File: src/hdl/erc_consts.svh
// constants for the external regulator configuration control
`ifndef ERC_CONSTS_SVH
`define ERC_CONSTS_SVH
`define ERC_MODE_INIT 3'h0
`define ERC_MODE_NORMAL 3'h1
`define ERC_MODE_STOP 3'h2
`define ERC_MODE_SLEEP 3'h3
`define ERC_MODE_RESTART 3'h4
`define ERC_MODE_FAILSAFE 3'h5
`define ERC_VSEL_5V0 1'h0
`define ERC_VSEL_3V3 1'h1
`define ERC_SYNC_STAGES 3
`endif

File: src/hdl/erc_pkg.sv
// types for the external regulator configuration control
package erc_pkg;
  typedef enum logic [2:0] {
    MODE_INIT = 3'h0,
    MODE_NORMAL = 3'h1,
    MODE_STOP = 3'h2,
    MODE_SLEEP = 3'h3,
    MODE_RESTART = 3'h4,
    MODE_FAILSAFE = 3'h5
  } erc_mode_t;
  typedef enum logic [1:0] {
    CFG_NONE = 2'h0,
    CFG_STANDALONE = 2'h1,
    CFG_LOADSHARE = 2'h2
  } erc_cfg_t;
  // host configuration write
  typedef struct packed {
    logic wrStrobe;
    logic standaloneEnable;
    logic loadShareSelect;
    logic voltageSelect;
    logic uvKeepOff;
    logic shareInStop;
  } erc_cmd_t;
  // regulator drive outputs
  typedef struct packed {
    logic regOn;
    logic outIs3v3;
    logic highPowerStage;
    logic lowPowerStage;
  } erc_drv_t;
endpackage

File: src/hdl/erc_ext_reg_ctrl.sv
// external regulator configuration, lock, mode and stage control
`include "erc_consts.svh"
module erc_ext_reg_ctrl (
  input wire logic sys_clk,
  input wire logic nrst,
  input wire logic clkEn,
  input wire logic softReset,
  input wire erc_pkg::erc_mode_t sbcMode,
  input wire erc_pkg::erc_cmd_t hostCmd,
  input wire logic ocClearReq,
  input wire logic mainRegOneOn,
  input wire logic batteryUvPin,
  input wire logic shuntThresholdPin,
  input wire logic baseRisePin,
  input wire logic baseFallPin,
  input wire logic outputUvPin,
  output erc_pkg::erc_drv_t regDrive,
  output erc_pkg::erc_cfg_t cfgLocked,
  output logic spiFailFlag,
  output logic ext_reg_overcurrent_flag,
  output logic ext_reg_undervoltage_flag,
  output logic ext_reg_standalone_enable,
  output logic ext_reg_load_share_select
);
  logic batteryUv;
  logic shuntHit;
  logic baseRise;
  logic baseFall;
  logic outUv;
  erc_pkg::erc_cfg_t cfg_r;
  logic voltSel_r;
  logic uvKeepOff_r;
  logic shareInStop_r;
  logic uvLatchedOff_r;
  logic hpStop_r;
  logic cfgWrite;
  logic regOn_nxt;
  logic hp_nxt;
  logic isNormal;
  logic isStop;

  erc_pin_sync u_sync_uv (.sys_clk(sys_clk), .nrst(nrst), .clkEn(clkEn),
    .pinIn(batteryUvPin), .level(batteryUv));
  erc_pin_sync u_sync_oc (.sys_clk(sys_clk), .nrst(nrst), .clkEn(clkEn),
    .pinIn(shuntThresholdPin), .level(shuntHit));
  erc_pin_sync u_sync_rise (.sys_clk(sys_clk), .nrst(nrst), .clkEn(clkEn),
    .pinIn(baseRisePin), .level(baseRise));
  erc_pin_sync u_sync_fall (.sys_clk(sys_clk), .nrst(nrst), .clkEn(clkEn),
    .pinIn(baseFallPin), .level(baseFall));
  erc_pin_sync u_sync_ouv (.sys_clk(sys_clk), .nrst(nrst), .clkEn(clkEn),
    .pinIn(outputUvPin), .level(outUv));

  assign isNormal = (sbcMode == erc_pkg::MODE_NORMAL);
  assign isStop = (sbcMode == erc_pkg::MODE_STOP);
  assign cfgWrite = hostCmd.wrStrobe;

  // configuration choice and lock; nrst is the power-on reset only
  always_ff @(posedge sys_clk or negedge nrst) begin
    if (!nrst) begin
      cfg_r <= erc_pkg::CFG_NONE;
    end else if (clkEn && cfgWrite && cfg_r == erc_pkg::CFG_NONE) begin
      if (hostCmd.loadShareSelect) begin
        cfg_r <= erc_pkg::CFG_LOADSHARE;
      end else if (hostCmd.standaloneEnable && isNormal) begin
        cfg_r <= erc_pkg::CFG_STANDALONE;
      end
    end
  end

  // stand-alone on/off and control bits; voltage select frozen by lock
  always_ff @(posedge sys_clk or negedge nrst) begin
    if (!nrst) begin
      ext_reg_standalone_enable <= 1'b0;
      voltSel_r <= `ERC_VSEL_5V0;
      uvKeepOff_r <= 1'b0;
      shareInStop_r <= 1'b0;
    end else if (clkEn && softReset) begin
      ext_reg_standalone_enable <= 1'b0;
      uvKeepOff_r <= 1'b0;
      shareInStop_r <= 1'b0;
    end else if (clkEn && cfgWrite) begin
      uvKeepOff_r <= hostCmd.uvKeepOff;
      shareInStop_r <= hostCmd.shareInStop;
      if (cfg_r == erc_pkg::CFG_NONE) begin
        voltSel_r <= hostCmd.voltageSelect;
      end
      if (isNormal && cfg_r != erc_pkg::CFG_LOADSHARE &&
          !(cfg_r == erc_pkg::CFG_NONE && hostCmd.loadShareSelect)) begin
        ext_reg_standalone_enable <= hostCmd.standaloneEnable;
      end
    end
  end

  // load-share bit stays set once chosen
  always_ff @(posedge sys_clk or negedge nrst) begin
    if (!nrst) begin
      ext_reg_load_share_select <= 1'b0;
    end else if (clkEn) begin
      ext_reg_load_share_select <= (cfg_r == erc_pkg::CFG_LOADSHARE) ||
        (cfgWrite && cfg_r == erc_pkg::CFG_NONE && hostCmd.loadShareSelect);
    end
  end

  // refused change after load-share lock raises the failure flag
  always_ff @(posedge sys_clk or negedge nrst) begin
    if (!nrst) begin
      spiFailFlag <= 1'b0;
    end else if (clkEn) begin
      if (cfgWrite && cfg_r == erc_pkg::CFG_LOADSHARE &&
          (hostCmd.standaloneEnable || !hostCmd.loadShareSelect)) begin
        spiFailFlag <= 1'b1;
      end else if (softReset) begin
        spiFailFlag <= 1'b0;
      end
    end
  end

  // undervoltage switch-off latch
  always_ff @(posedge sys_clk or negedge nrst) begin
    if (!nrst) begin
      uvLatchedOff_r <= 1'b0;
    end else if (clkEn) begin
      if (batteryUv && uvKeepOff_r) begin
        uvLatchedOff_r <= 1'b1;
      end else if (cfgWrite && !hostCmd.uvKeepOff) begin
        uvLatchedOff_r <= 1'b0;
      end
    end
  end

  // enable per mode
  always_comb begin
    regOn_nxt = 1'b0;
    case (sbcMode)
      erc_pkg::MODE_INIT: regOn_nxt = 1'b0;
      erc_pkg::MODE_FAILSAFE: regOn_nxt = 1'b0;
      erc_pkg::MODE_NORMAL: begin
        if (cfg_r == erc_pkg::CFG_LOADSHARE) begin
          regOn_nxt = 1'b1;
        end else begin
          regOn_nxt = (cfg_r == erc_pkg::CFG_STANDALONE) && ext_reg_standalone_enable;
        end
      end
      erc_pkg::MODE_STOP: begin
        if (cfg_r == erc_pkg::CFG_LOADSHARE) begin
          regOn_nxt = shareInStop_r;
        end else begin
          regOn_nxt = (cfg_r == erc_pkg::CFG_STANDALONE) && ext_reg_standalone_enable;
        end
      end
      erc_pkg::MODE_SLEEP, erc_pkg::MODE_RESTART: begin
        if (cfg_r == erc_pkg::CFG_LOADSHARE) begin
          regOn_nxt = mainRegOneOn;
        end else begin
          regOn_nxt = (cfg_r == erc_pkg::CFG_STANDALONE) && ext_reg_standalone_enable;
        end
      end
      default: regOn_nxt = 1'b0;
    endcase
    if (batteryUv || uvLatchedOff_r) begin
      regOn_nxt = 1'b0;
    end
  end

  // high-power stage hysteresis in Stop
  always_ff @(posedge sys_clk or negedge nrst) begin
    if (!nrst) begin
      hpStop_r <= 1'b0;
    end else if (clkEn) begin
      if (!isStop) begin
        hpStop_r <= 1'b0;
      end else if (baseRise) begin
        hpStop_r <= 1'b1;
      end else if (baseFall) begin
        hpStop_r <= 1'b0;
      end
    end
  end

  assign hp_nxt = isNormal || (isStop && (hpStop_r || baseRise));

  // drive outputs
  always_ff @(posedge sys_clk or negedge nrst) begin
    if (!nrst) begin
      regDrive <= '0;
      cfgLocked <= erc_pkg::CFG_NONE;
    end else if (clkEn) begin
      regDrive.regOn <= regOn_nxt;
      regDrive.outIs3v3 <= (cfg_r == erc_pkg::CFG_STANDALONE) &&
        (voltSel_r == `ERC_VSEL_3V3);
      regDrive.highPowerStage <= regOn_nxt && hp_nxt;
      regDrive.lowPowerStage <= regOn_nxt && !isNormal;
      cfgLocked <= cfg_r;
    end
  end

  // status flags: set wins over clear
  always_ff @(posedge sys_clk or negedge nrst) begin
    if (!nrst) begin
      ext_reg_overcurrent_flag <= 1'b0;
      ext_reg_undervoltage_flag <= 1'b0;
    end else if (clkEn) begin
      if (cfg_r == erc_pkg::CFG_STANDALONE && shuntHit) begin
        ext_reg_overcurrent_flag <= 1'b1;
      end else if (ocClearReq) begin
        ext_reg_overcurrent_flag <= 1'b0;
      end
      if (cfg_r == erc_pkg::CFG_STANDALONE && outUv) begin
        ext_reg_undervoltage_flag <= 1'b1;
      end else if (ocClearReq) begin
        ext_reg_undervoltage_flag <= 1'b0;
      end
    end
  end

  property p_lock_kept;
    @(posedge sys_clk) disable iff (!nrst)
      cfg_r != erc_pkg::CFG_NONE |=> cfg_r == $past(cfg_r);
  endproperty
  a_lock_kept: assert property (p_lock_kept) else $error("lock changed");
  property p_ls_fail;
    @(posedge sys_clk) disable iff (!nrst)
      clkEn && cfgWrite && cfg_r == erc_pkg::CFG_LOADSHARE &&
      (hostCmd.standaloneEnable || !hostCmd.loadShareSelect) |=> spiFailFlag;
  endproperty
  a_ls_fail: assert property (p_ls_fail) else $error("no spi fail");
  property p_uv_off;
    @(posedge sys_clk) disable iff (!nrst)
      clkEn && batteryUv |=> !regDrive.regOn;
  endproperty
  a_uv_off: assert property (p_uv_off) else $error("on in undervoltage");
  property p_init_off;
    @(posedge sys_clk) disable iff (!nrst)
      clkEn && (isNormal == 1'b0) && (sbcMode == erc_pkg::MODE_INIT ||
      sbcMode == erc_pkg::MODE_FAILSAFE) |=> !regDrive.regOn;
  endproperty
  a_init_off: assert property (p_init_off) else $error("on in init");
  property p_normal_hp;
    @(posedge sys_clk) disable iff (!nrst)
      clkEn && isNormal |=> !regDrive.lowPowerStage;
  endproperty
  a_normal_hp: assert property (p_normal_hp) else $error("low stage in normal");
  property p_ls_5v;
    @(posedge sys_clk) disable iff (!nrst)
      cfgLocked == erc_pkg::CFG_LOADSHARE |-> !regDrive.outIs3v3;
  endproperty
  a_ls_5v: assert property (p_ls_5v) else $error("3v3 in load share");
  property p_stop_share;
    @(posedge sys_clk) disable iff (!nrst)
      clkEn && isStop && cfg_r == erc_pkg::CFG_LOADSHARE && !batteryUv &&
      !uvLatchedOff_r |=> regDrive.regOn == $past(shareInStop_r);
  endproperty
  a_stop_share: assert property (p_stop_share) else $error("stop share wrong");
  property p_sa_nofail;
    @(posedge sys_clk) disable iff (!nrst)
      clkEn && cfg_r == erc_pkg::CFG_STANDALONE && !spiFailFlag |=> !spiFailFlag;
  endproperty
  a_sa_nofail: assert property (p_sa_nofail) else $error("fail in stand-alone");
  c_ls_lock: cover property (@(posedge sys_clk) cfg_r == erc_pkg::CFG_LOADSHARE);
  c_sa_lock: cover property (@(posedge sys_clk) cfg_r == erc_pkg::CFG_STANDALONE);
  c_hp_stop: cover property (@(posedge sys_clk) isStop && regDrive.highPowerStage);
endmodule

File: src/hdl/erc_pin_sync.sv
// three-stage synchroniser for pin inputs with agreement filter
module erc_pin_sync (
  input wire logic sys_clk,
  input wire logic nrst,
  input wire logic clkEn,
  input wire logic pinIn,
  output logic level
);
  logic s1_r;
  logic s2_r;
  logic s3_r;
  always_ff @(posedge sys_clk or negedge nrst) begin
    if (!nrst) begin
      s1_r <= 1'b0;
      s2_r <= 1'b0;
      s3_r <= 1'b0;
    end else if (clkEn) begin
      s1_r <= pinIn;
      s2_r <= s1_r;
      s3_r <= s2_r;
    end
  end
  always_ff @(posedge sys_clk or negedge nrst) begin
    if (!nrst) begin
      level <= 1'b0;
    end else if (clkEn && (s2_r == s3_r)) begin
      level <= s3_r;
    end
  end
endmodule

File: config.mk
export PLATFORM = sky130hd
export DESIGN_NAME = erc_ext_reg_ctrl
export DESIGN_NICKNAME = d
export VERILOG_FILES = /design/src/hdl/erc_pkg.sv /design/src/hdl/erc_ext_reg_ctrl.sv /design/src/hdl/erc_pin_sync.sv
export VERILOG_INCLUDE_DIRS = /design/src /design/src/hdl
export SDC_FILE = /design/constraint.sdc
export NUM_CORES = 1
export LEC_CHECK = 0
export ABC_AREA = 1
export ABC_CLOCK_PERIOD_IN_PS = 2400
export BUFFER_PORTS_ARGS = -buffer_cell sky130_fd_sc_hd__buf_2
export CAP_MARGIN = 40
export CORE_ASPECT_RATIO = 1.25
export CORE_MARGIN = 2
export CORE_UTILIZATION = 45
export DETAILED_ROUTE_END_ITERATION = 6
export PLACE_DENSITY = 0.76
export SYNTH_ARGS = -nofsm -noshare
export SYNTH_HDL_FRONTEND = slang
export SYNTH_SLANG_ARGS = --single-unit
File: constraint.sdc
create_clock -name sys_clk -period 2.4 [get_ports sys_clk]
set_clock_uncertainty 0.2 [all_clocks]
set_input_delay 0.24 -clock sys_clk [delete_from_list [all_inputs] [get_ports sys_clk]]
set_output_delay 0.24 -clock sys_clk [all_outputs]
set_load 0.1 [all_outputs]
[Yosys cells after proc, flatten, opt, wreduce, memory -nomap -nowiden]
Index checks and enable logic that the tools add are counted.
Storage, ports and cells
  register bits after elaboration: 38
  input bits: 20
  output and inout bits: 11
  logic and storage cells: 125
Cells by class
  equal/unequal tests: 13
  muxes and demuxes: 24
  reductions and logical operators: 51
  bitwise operators: 1
Operators by type and width (count)
  $logic_and A1 B1 Y1: 25
  $mux W1: 21
  $reduce_and A2 Y1: 7
  $reduce_bool A2 Y1: 7
  $eq A3 B2 Y1 const B: 2
  $eq A1 B1 Y1: 5
  $logic_or A1 B1 Y1: 5
  $logic_not A1 Y1: 4
  $mux W2: 2
  $eq A3 B1 Y1 const B: 1
  $eq A3 B3 Y1 const B: 1
  $ne A3 B1 Y1 const B: 1
  $pmux W1 S3: 1
  $reduce_and A3 Y1: 1
  $eq A2 B1 Y1 const B: 1
  $eq A2 B2 Y1 const B: 1
  $logic_not A2 Y1: 1
  $ne A2 B2 Y1 const B: 1
  $reduce_or A2 Y1: 1
  $not A1 Y1: 1

[Depth between registers and ports, before layout]
Gate-level depths: netlist of run 1.
  word-level depth: 7
  mapped depth: 7
  mapped depth without buffers: 7

[By module]
From an unflattened synthesis of run 1, not the netlist that was laid out.
Second synthesis, totals
  cell total of the unflattened synthesis: 207
  area, all modules: 1709.1 µm²
Modules (own cells, without submodules)
  erc_ext_reg_ctrl: times used 1, cells an instance 107, seq. area each 450.4 µm², area an instance 889.6 µm²
  erc_pin_sync: times used 5, cells an instance 20, seq. area each 100.1 µm², area an instance 163.9 µm²

[Least setup slack after synthesis of run 1]
No wires, ideal clock.
  kind: flip-flop to flip-flop
  from: reg ext_reg_standalone_enable
  to: reg regDrive[1] (netlist bit)
  slack: 0.692 ns
  cell stages (with the launch flop): 7
  clock period less this slack: 1.708 ns
  buffers on the path: 0
  data arrival time: 1.440 ns
  data required time: 2.132 ns
  setup time: 0.068 ns
  cells stage by stage: dfrtp_1 -> nand3_2 -> nand2_1 -> nand2_1 -> nand3_2 -> nand3_1 -> nand2_1
Between the ends
  longest elaborated chain between the ends: 5
  elaborated cells on any way between the ends: 7
  those cells by class: mux (5); reduce/logical (2)
RTL lines
  from (decl): RTL line erc_ext_reg_ctrl.sv:22  | output logic ext_reg_standalone_enable,
  from (signal assigned): RTL line erc_ext_reg_ctrl.sv:89  | ext_reg_standalone_enable <= hostCmd.standaloneEnable;
  $logic_and A1 B1 Y1 (*): RTL line erc_ext_reg_ctrl.sv:141, erc_ext_reg_ctrl.sv:148, erc_ext_reg_ctrl.sv:155
  $mux W1, on equally long branches: RTL line erc_ext_reg_ctrl.sv:152, erc_ext_reg_ctrl.sv:138, erc_ext_reg_ctrl.sv:145
  $pmux W1 S3 (*): RTL line erc_ext_reg_ctrl.sv:134  | case (sbcMode)
  $mux W1 (*): RTL line erc_ext_reg_ctrl.sv:160  | if (batteryUv || uvLatchedOff_r) begin
  $logic_and A1 B1 Y1 (*): RTL line erc_ext_reg_ctrl.sv:191  | regDrive.highPowerStage <= regOn_nxt && hp_nxt;
  to (decl): RTL line erc_ext_reg_ctrl.sv:17  | output erc_pkg::erc_drv_t regDrive,
Mark *: on every way between the ends. The rest lies on a longest branch, timed or not.
A chain may end at the register's enable or synchronous reset.

[Final worst setup path of run 1]
  from: reg ext_reg_standalone_enable
  to: out ext_reg_standalone_enable
No word-level cell between the ends.

==> flow_summary_export.csv, run 1 <==
group,metric,value,unit
status,outcome,"finished clean",
worst_hold_path,hp-class,"in2reg",
final_layout,area_growth_syn_to_layout,21.8,%
die,chipHeight,71.4,um
sta,tightestPinTransition,832,ps
setup_path,rr_worst_depth,7,
routing,ant_nets,0,
synthesis,ys_warn_count,0,
synthesis,synth-xor-area-share,0,
grt,grt_max_degree,39,
clock_tree,clkTransAtPathRegs,70,ps
clock_tree,cts_tree,"yes",
synthesis,yosysSeqAreaShare,0.582,
place,place.gp.congestion,0.829,
setup_path,cp_num_buf_inv,1,
synthesis,synthAdderAreaFrac,0,
setup_path,cp_data_required_time,1960,ps
sta,period_share,0.655,
sta,maxSlewHeadroom,0.445,
worst_hold_path,hold_depth,3,
flow_run,cap_viol_max_count,0,
grt,antenna_found_initial,0,
sta,finalSetupViolCount,0,
clock_tree,clk_latency,300,ps
die,io_pins,31,
clock_tree,cts.sinks,38,
routing,first_pass_iters,4,
clock_tree,cts_root_buf,"clkbuf_8",
power,p_leak,1.08,nW
setup_path,worstSetupPathType,"reg2out",
routing,vias,1311,
clock_tree,numCtsBuffers,5,
grt,grt_pass1_vias,1292,
clock_tree,cts_max_level,2,
sta,finalMaxSlewViolations,0,
die,core,3480,um2
final_layout,multi_input_area,577,um2
synthesis,syn_avg_cell_area,8.83,um2
synthesis,async_flop_share,1.00,
routing,dr.first_iter.drc_count,45,
power,power_per_cell_area,677,nW/um2
synthesis,synth-simple-area-share,0.243,
synthesis,yosysUniqueCellTypes,20,
grt,grt.overflow.total,0,
setup_path,cp_top_family,"buffers and inverters",
sta,fmax,636,MHz
setup_path,slowest_stage,"buf_2",
die,die_w,57.9,um
power,peakVddDrop,0.516,mV
place,place_hpwl,2090,um
setup_path,cp_max_fo,3,
synthesis,synth_compound_area_frac,0.110,
sta,period_needed,1570,ps
final_layout,layout.area.seq,951,um2
grt,grt_pass1_wl,5630,um
final_layout,drive_above_1_share,0.220,
setup_path,cp_num_cells,1,
routing,wl,3100,um
power,finalPower,1.35,mW
final_layout,fillerInstances,312,
final_layout,largest_reg_flops,4,
die,die_area,4130,um2
grt,grtUsageTotal,0.182,
final_layout,num_antenna_cells,0,
final_layout,regMostFlops,"regDrive",
sta,setup-tns-final,0,ps
synthesis,synthCells,185,
sta,hold_viol,0,
synthesis,synth_top_family_by_area,"simple AND/OR/NAND/NOR gates",
synthesis,synth-main-ff-cell,"dfrtp_1",
die,start_util,0.469,
setup_path,path_cells,"buf_2",
routing,routedWlPerCell,11.6,um
synthesis,ys_ff_latch,38,
synthesis,netlist_area,1630,um2
sta,rsz0062_at_grt,"no",
clock_tree,cts_resized,0,
die,placementRows,24,
place,io_buffers,30,
clock_tree,clockBufferDepth,2,
synthesis,synth_nets,205,
setup_path,critPathCaptureType,"output pin",
synthesis,synth_edf_count,0,
setup_path,critPathArrivalTime,1130,ps
setup_path,startpoint_type,"flop",
routing,drc,0,
routing,vias_per_cell,4.93,
final_layout,finalNetCount,246,
final_layout,top_regs,"regDrive: 4 flops, cfgLocked: 2 flops, cfg_r: 2 flops",
synthesis,synth_mux_area_frac,0,
setup_path,cpPeakStageDelay,440,ps
## placed cells by master, fill, tap and decap left out, drive strengths merged, types with 6 or more instances in the layout
cell type    netlist  layout
buf                5      30
clkbuf             0       6
dfrtp             38      38
dlygate4sd3        0       9
inv               21      21
nand2             57      57
nand3             15      15
nor2              11      11
o21ai             25      25
## path summary, 6_finish.rpt
| path | from | endpoint | slack [ps] |
|---|---|---|---|
| worst max-delay path | ext_reg_standalone_enable$_DFFE_PN0P_ | ext_reg_standalone_enable | 830 |
| worst min-delay path | hostCmd[4] | ext_reg_standalone_enable$_DFFE_PN0P_ | 9 |
| worst max register to register | cfg_r[0]$_DFFE_PN0P_ | regDrive[0]$_DFFE_PN0P_ | 1050 |
| worst min register to register | spiFailFlag$_DFFE_PN0P_ | spiFailFlag$_DFFE_PN0P_ | 280 |
| max in group asynchronous | nrst | shareInStop_r$_DFFE_PN0P_ | 1090 |
| min in group asynchronous | nrst | u_sync_oc.s2_r$_DFFE_PN0P_ | 380 |
## logic make-up (layout without fill, tap and decap cells)
logic type / after synthesis / after routing
flops: 38 / 38
simple gates: 88 / 88
buf+inv: 26 / 68
compound gates: 33 / 33
## cell usage after synthesis (2+ instances only)
cell type	instances	area [um2]
nand3_1	13	65.1
dfrtp_1	38	951
nand4_1	2	12.5
nor2_2	2	12.5
nor3_2	2	20.0
o21ai_0	19	95.1
a21oi_1	3	15.0
inv_1	17	63.8
nand2_1	56	210
nand3_2	2	20.0
nor2_1	9	33.8
o21ai_1	6	30.0
a22o_1	3	26.3
inv_2	4	15.0
buf_2	4	20.0
## per-stage QoR
| step | instance area, um2 | hold slack [ps] | worst slack, ps | cells | utilization |
|---|---|---|---|---|---|
| 5_1_grt | 1990 | 28.7 | 786 | 266 | 0.571 |
| 3_3_place_gp | 1810 | 185 | 857 | 249 | 0.518 |
| 6_report | 1990 | 9.37 | 827 | 266 | 0.571 |
| 3_5_place_dp | 1810 | 182 | 804 | 249 | 0.518 |
| 2_1_floorplan | 1630 | -256 | 692 | 185 | - |
| 4_1_cts | 1990 | 9.41 | 825 | 266 | 0.571 |
## cell type report
type,instances,area share
Tap cell,39,0.0245
Timing Repair Buffer,39,0.121
Clock inverter,2,0.00629
Inverter,21,0.0396
Multi-Input combinational cell,121,0.290
Clock buffer,6,0.0415
Sequential cell,38,0.478
## worst min-delay path, stage by stage
cell and delay [ps]:
buf_2 90, nor2_1 40, nor2_1 100
## power breakdown
part	total (mW)	switching [mW]	internal [mW]
combinational	0.166	0.108	0.0575
clock	0.458	0.227	0.231
sequential	0.724	0.0308	0.693
## per-layer routing
layer | GRT usage | wire (um) | share of wire
met1 | 0.235 | 1410 | 0.45
met2 | 0.279 | 1470 | 0.48
met3 | 0.0542 | 142 | 0.046
met4 | 0.0930 | 72 | 0.023
met5 | 0 | 0 | 0
## repair_timing
item / in CTS / in global routing
setup buffers: 0 / 0
hold endpoints to repair: 47 / 0
hold buffers: 9 / 0
Note: power is estimated with default switching activity, not from simulation.
==> inputs of run 2 (changes only) <==
- ABC_CLOCK_PERIOD_IN_PS: 2400 -> 1600
- clock period: 2.4 -> 1.6 ns (I/O delays scaled with it)
==> run 2 against run 1 <==
- non-clock buffer count is 7 higher
- via count is 2.8% higher
- wire length is 2.4% higher
- largest power group unchanged
- combinational power is 59% higher
- die area stayed put
- cell count is 2.6% higher
- highest routed layer unchanged
- critical path type is now in2reg
==> flow_summary_export.csv, run 2 (synthesis gave the netlist of run 1 again) <==
group,metric,value,unit
grt,grt_pass1_wl,5750,um
sta,tightestPinTransition,486,ps
place,place_hpwl,2280,um
place,dp_cells,251,
grt,grt.overflow.total,0,
setup_path,path_cells,"dlygate4sd3_1 -> buf_2 -> nand2_1 -> dlygate4sd3_1 -> nand2_1",
sta,period_share,0.918,
setup_path,r2r_start,"cfg_r[0]$_DFFE_PN0P_",
setup_path,cp_max_fo,1,
routing,ant_nets,0,
power,p_leak,1.10,nW
worst_hold_path,hp-class,"in2reg",
sta,fmax,681,MHz
place,dpl_cell_area,1830,um2
grt,grtUsageTotal,0.184,
die,start_util,0.469,
final_layout,largest_reg_flops,4,
sta,rsz0062_at_grt,"no",
sta,finalMaxSlewViolations,0,
final_layout,instances_no_fill,273,
worst_hold_path,hold_depth,3,
final_layout,fillerInstances,304,
sta,setup-tns-final,0,ps
die,placementRows,24,
routing,first_pass_iters,4,
final_layout,top_regs,"regDrive: 4 flops, cfgLocked: 2 flops, cfg_r: 2 flops",
clock_tree,cts.sinks,38,
setup_path,slowest_stage,"dlygate4sd3_1",
setup_path,startpoint_type,"primary input",
sta,period_needed,1470,ps
final_layout,final_area,2070,um2
setup_path,critPathArrivalTime,1450,ps
setup_path,rrSetupSlack,260,ps
setup_path,cp_num_buf_inv,3,
die,chipHeight,71.4,um
power,power_per_cell_area,983,nW/um2
power,peakVddDrop,0.916,mV
final_layout,num_antenna_cells,0,
grt,grt_pass1_vias,1319,
routing,drc,0,
place,io_buffers,30,
setup_path,rr_worst_depth,7,
clock_tree,cts_max_level,2,
grt,grt_max_degree,27,
routing,vias,1348,
grt,antenna_found_initial,0,
final_layout,mostFrequentLayoutCells,"56 x nand2_1, 37 x dfrtp_1, 30 x buf_2",
sta,hold_viol,0,
worst_hold_path,holdPathEnd,"ext_reg_overcurrent_flag$_DFFE_PN0P_",
die,core,3480,um2
routing,dr.first_iter.drc_count,38,
flow_run,cap_viol_max_count,0,
die,die_area,4130,um2
clock_tree,clkTransAtPathRegs,70,ps
clock_tree,numCtsBuffers,5,
sta,finalSetupViolCount,0,
die,io_pins,31,
final_layout,layout_commonest_cell,"nand2_1",
clock_tree,cts_root_buf,"clkbuf_8",
routing,wl,3170,um
sta,maxSlewHeadroom,0.678,
clock_tree,cts_resized,0,
final_layout,regMostFlops,"regDrive",
worst_hold_path,worstHoldStart,"ocClearReq",
status,outcome,"finished clean",
routing,routedWlPerCell,11.6,um
clock_tree,cts_tree,"yes",
setup_path,worstSetupPathType,"in2reg",
final_layout,drive_above_1_share,0.226,
routing,vias_per_cell,4.94,
place,place.gp.congestion,0.892,
setup_path,cp_top_family,"buffers and inverters",
final_layout,area_growth_syn_to_layout,26.6,%
setup_path,timing.rr.end,"regDrive[1]$_DFFE_PN0P_",
final_layout,finalNetCount,253,
sta,hold_slack,4.14,ps
setup_path,cp_data_required_time,1580,ps
clock_tree,clk_latency,290,ps
setup_path,critPathCaptureType,"flop",
die,die_w,57.9,um
clock_tree,clockBufferDepth,2,
setup_path,cpPeakStageDelay,540,ps
run 2: cell types whose count changed in the layout (fill, tap and decap cells not counted), sizes merged:
cell	before	now
dlygate4sd3	9	14
buf	30	32
run 2: layer usage:
metal | GRT usage | part of all wire
met1 | 0.249 | 0.46
met2 | 0.278 | 0.47
met3 | 0.0397 | 0.046
met4 | 0.0956 | 0.024
met5 | 0 | 0
run 2: final cells by class:
type	count	area, um2	share of cell area
clock buffer	6	82.6	0.0399
multi-input combinational	121	577	0.279
tap	39	48.8	0.0236
sequential	38	952	0.460
inverter	21	78.8	0.0381
timing repair buffer	46	318	0.154
clock inverter	2	12.5	0.00605
run 2: stage by stage:
step | utilization | total power [mW] | worst slack (ps)
5_1_grt | 0.594 | 2.16 | 68.0
2_1_floorplan | - | 1.26 | 181
3_3_place_gp | 0.527 | 1.34 | 321
6_report | 0.594 | 2.04 | 131
3_5_place_dp | 0.527 | 1.35 | 272
4_1_cts | 0.594 | 2.05 | 127
run 2: how the worst max path moves through the flow:
stage                                                from                                    end  slack [ps]  cells past startpoint
floorplan            ext_reg_overcurrent_flag$_DFFE_PN0P_   ext_reg_overcurrent_flag$_DFFE_PN0P_         180                      1
global placement                     cfg_r[1]$_DFFE_PN0P_  ext_reg_standalone_enable$_DFFE_PN0P_         320                      6
detailed placement                   cfg_r[0]$_DFFE_PN0P_                regDrive[1]$_DFFE_PN0P_         270                      7
CTS                 ext_reg_standalone_enable$_DFFE_PN0P_              ext_reg_standalone_enable         130                      1
global route                                   hostCmd[1]                uvKeepOff_r$_DFFE_PN0P_          70                      5
finish                                         hostCmd[0]              shareInStop_r$_DFFE_PN0P_         130                      5
run 2: timing repair:
item                      CTS  global route
hold buffers               14             0
hold endpoints to repair   50             0
buffers inserted            0             0
run 2: tightest hold or removal path, delay by kind of cell:
kind	cells	cell delay (ps)
AO/OA/AOI/OAI	1	130
buffers and inverters	1	100
AND/OR/NAND/NOR	1	70
run 2: where the power goes:
| group | switching [mW] | total, mW | internal (mW) |
|---|---|---|---|
| sequential | 0.0488 | 1.09 | 1.04 |
| clock | 0.336 | 0.682 | 0.346 |
| combinational | 0.165 | 0.264 | 0.0991 |
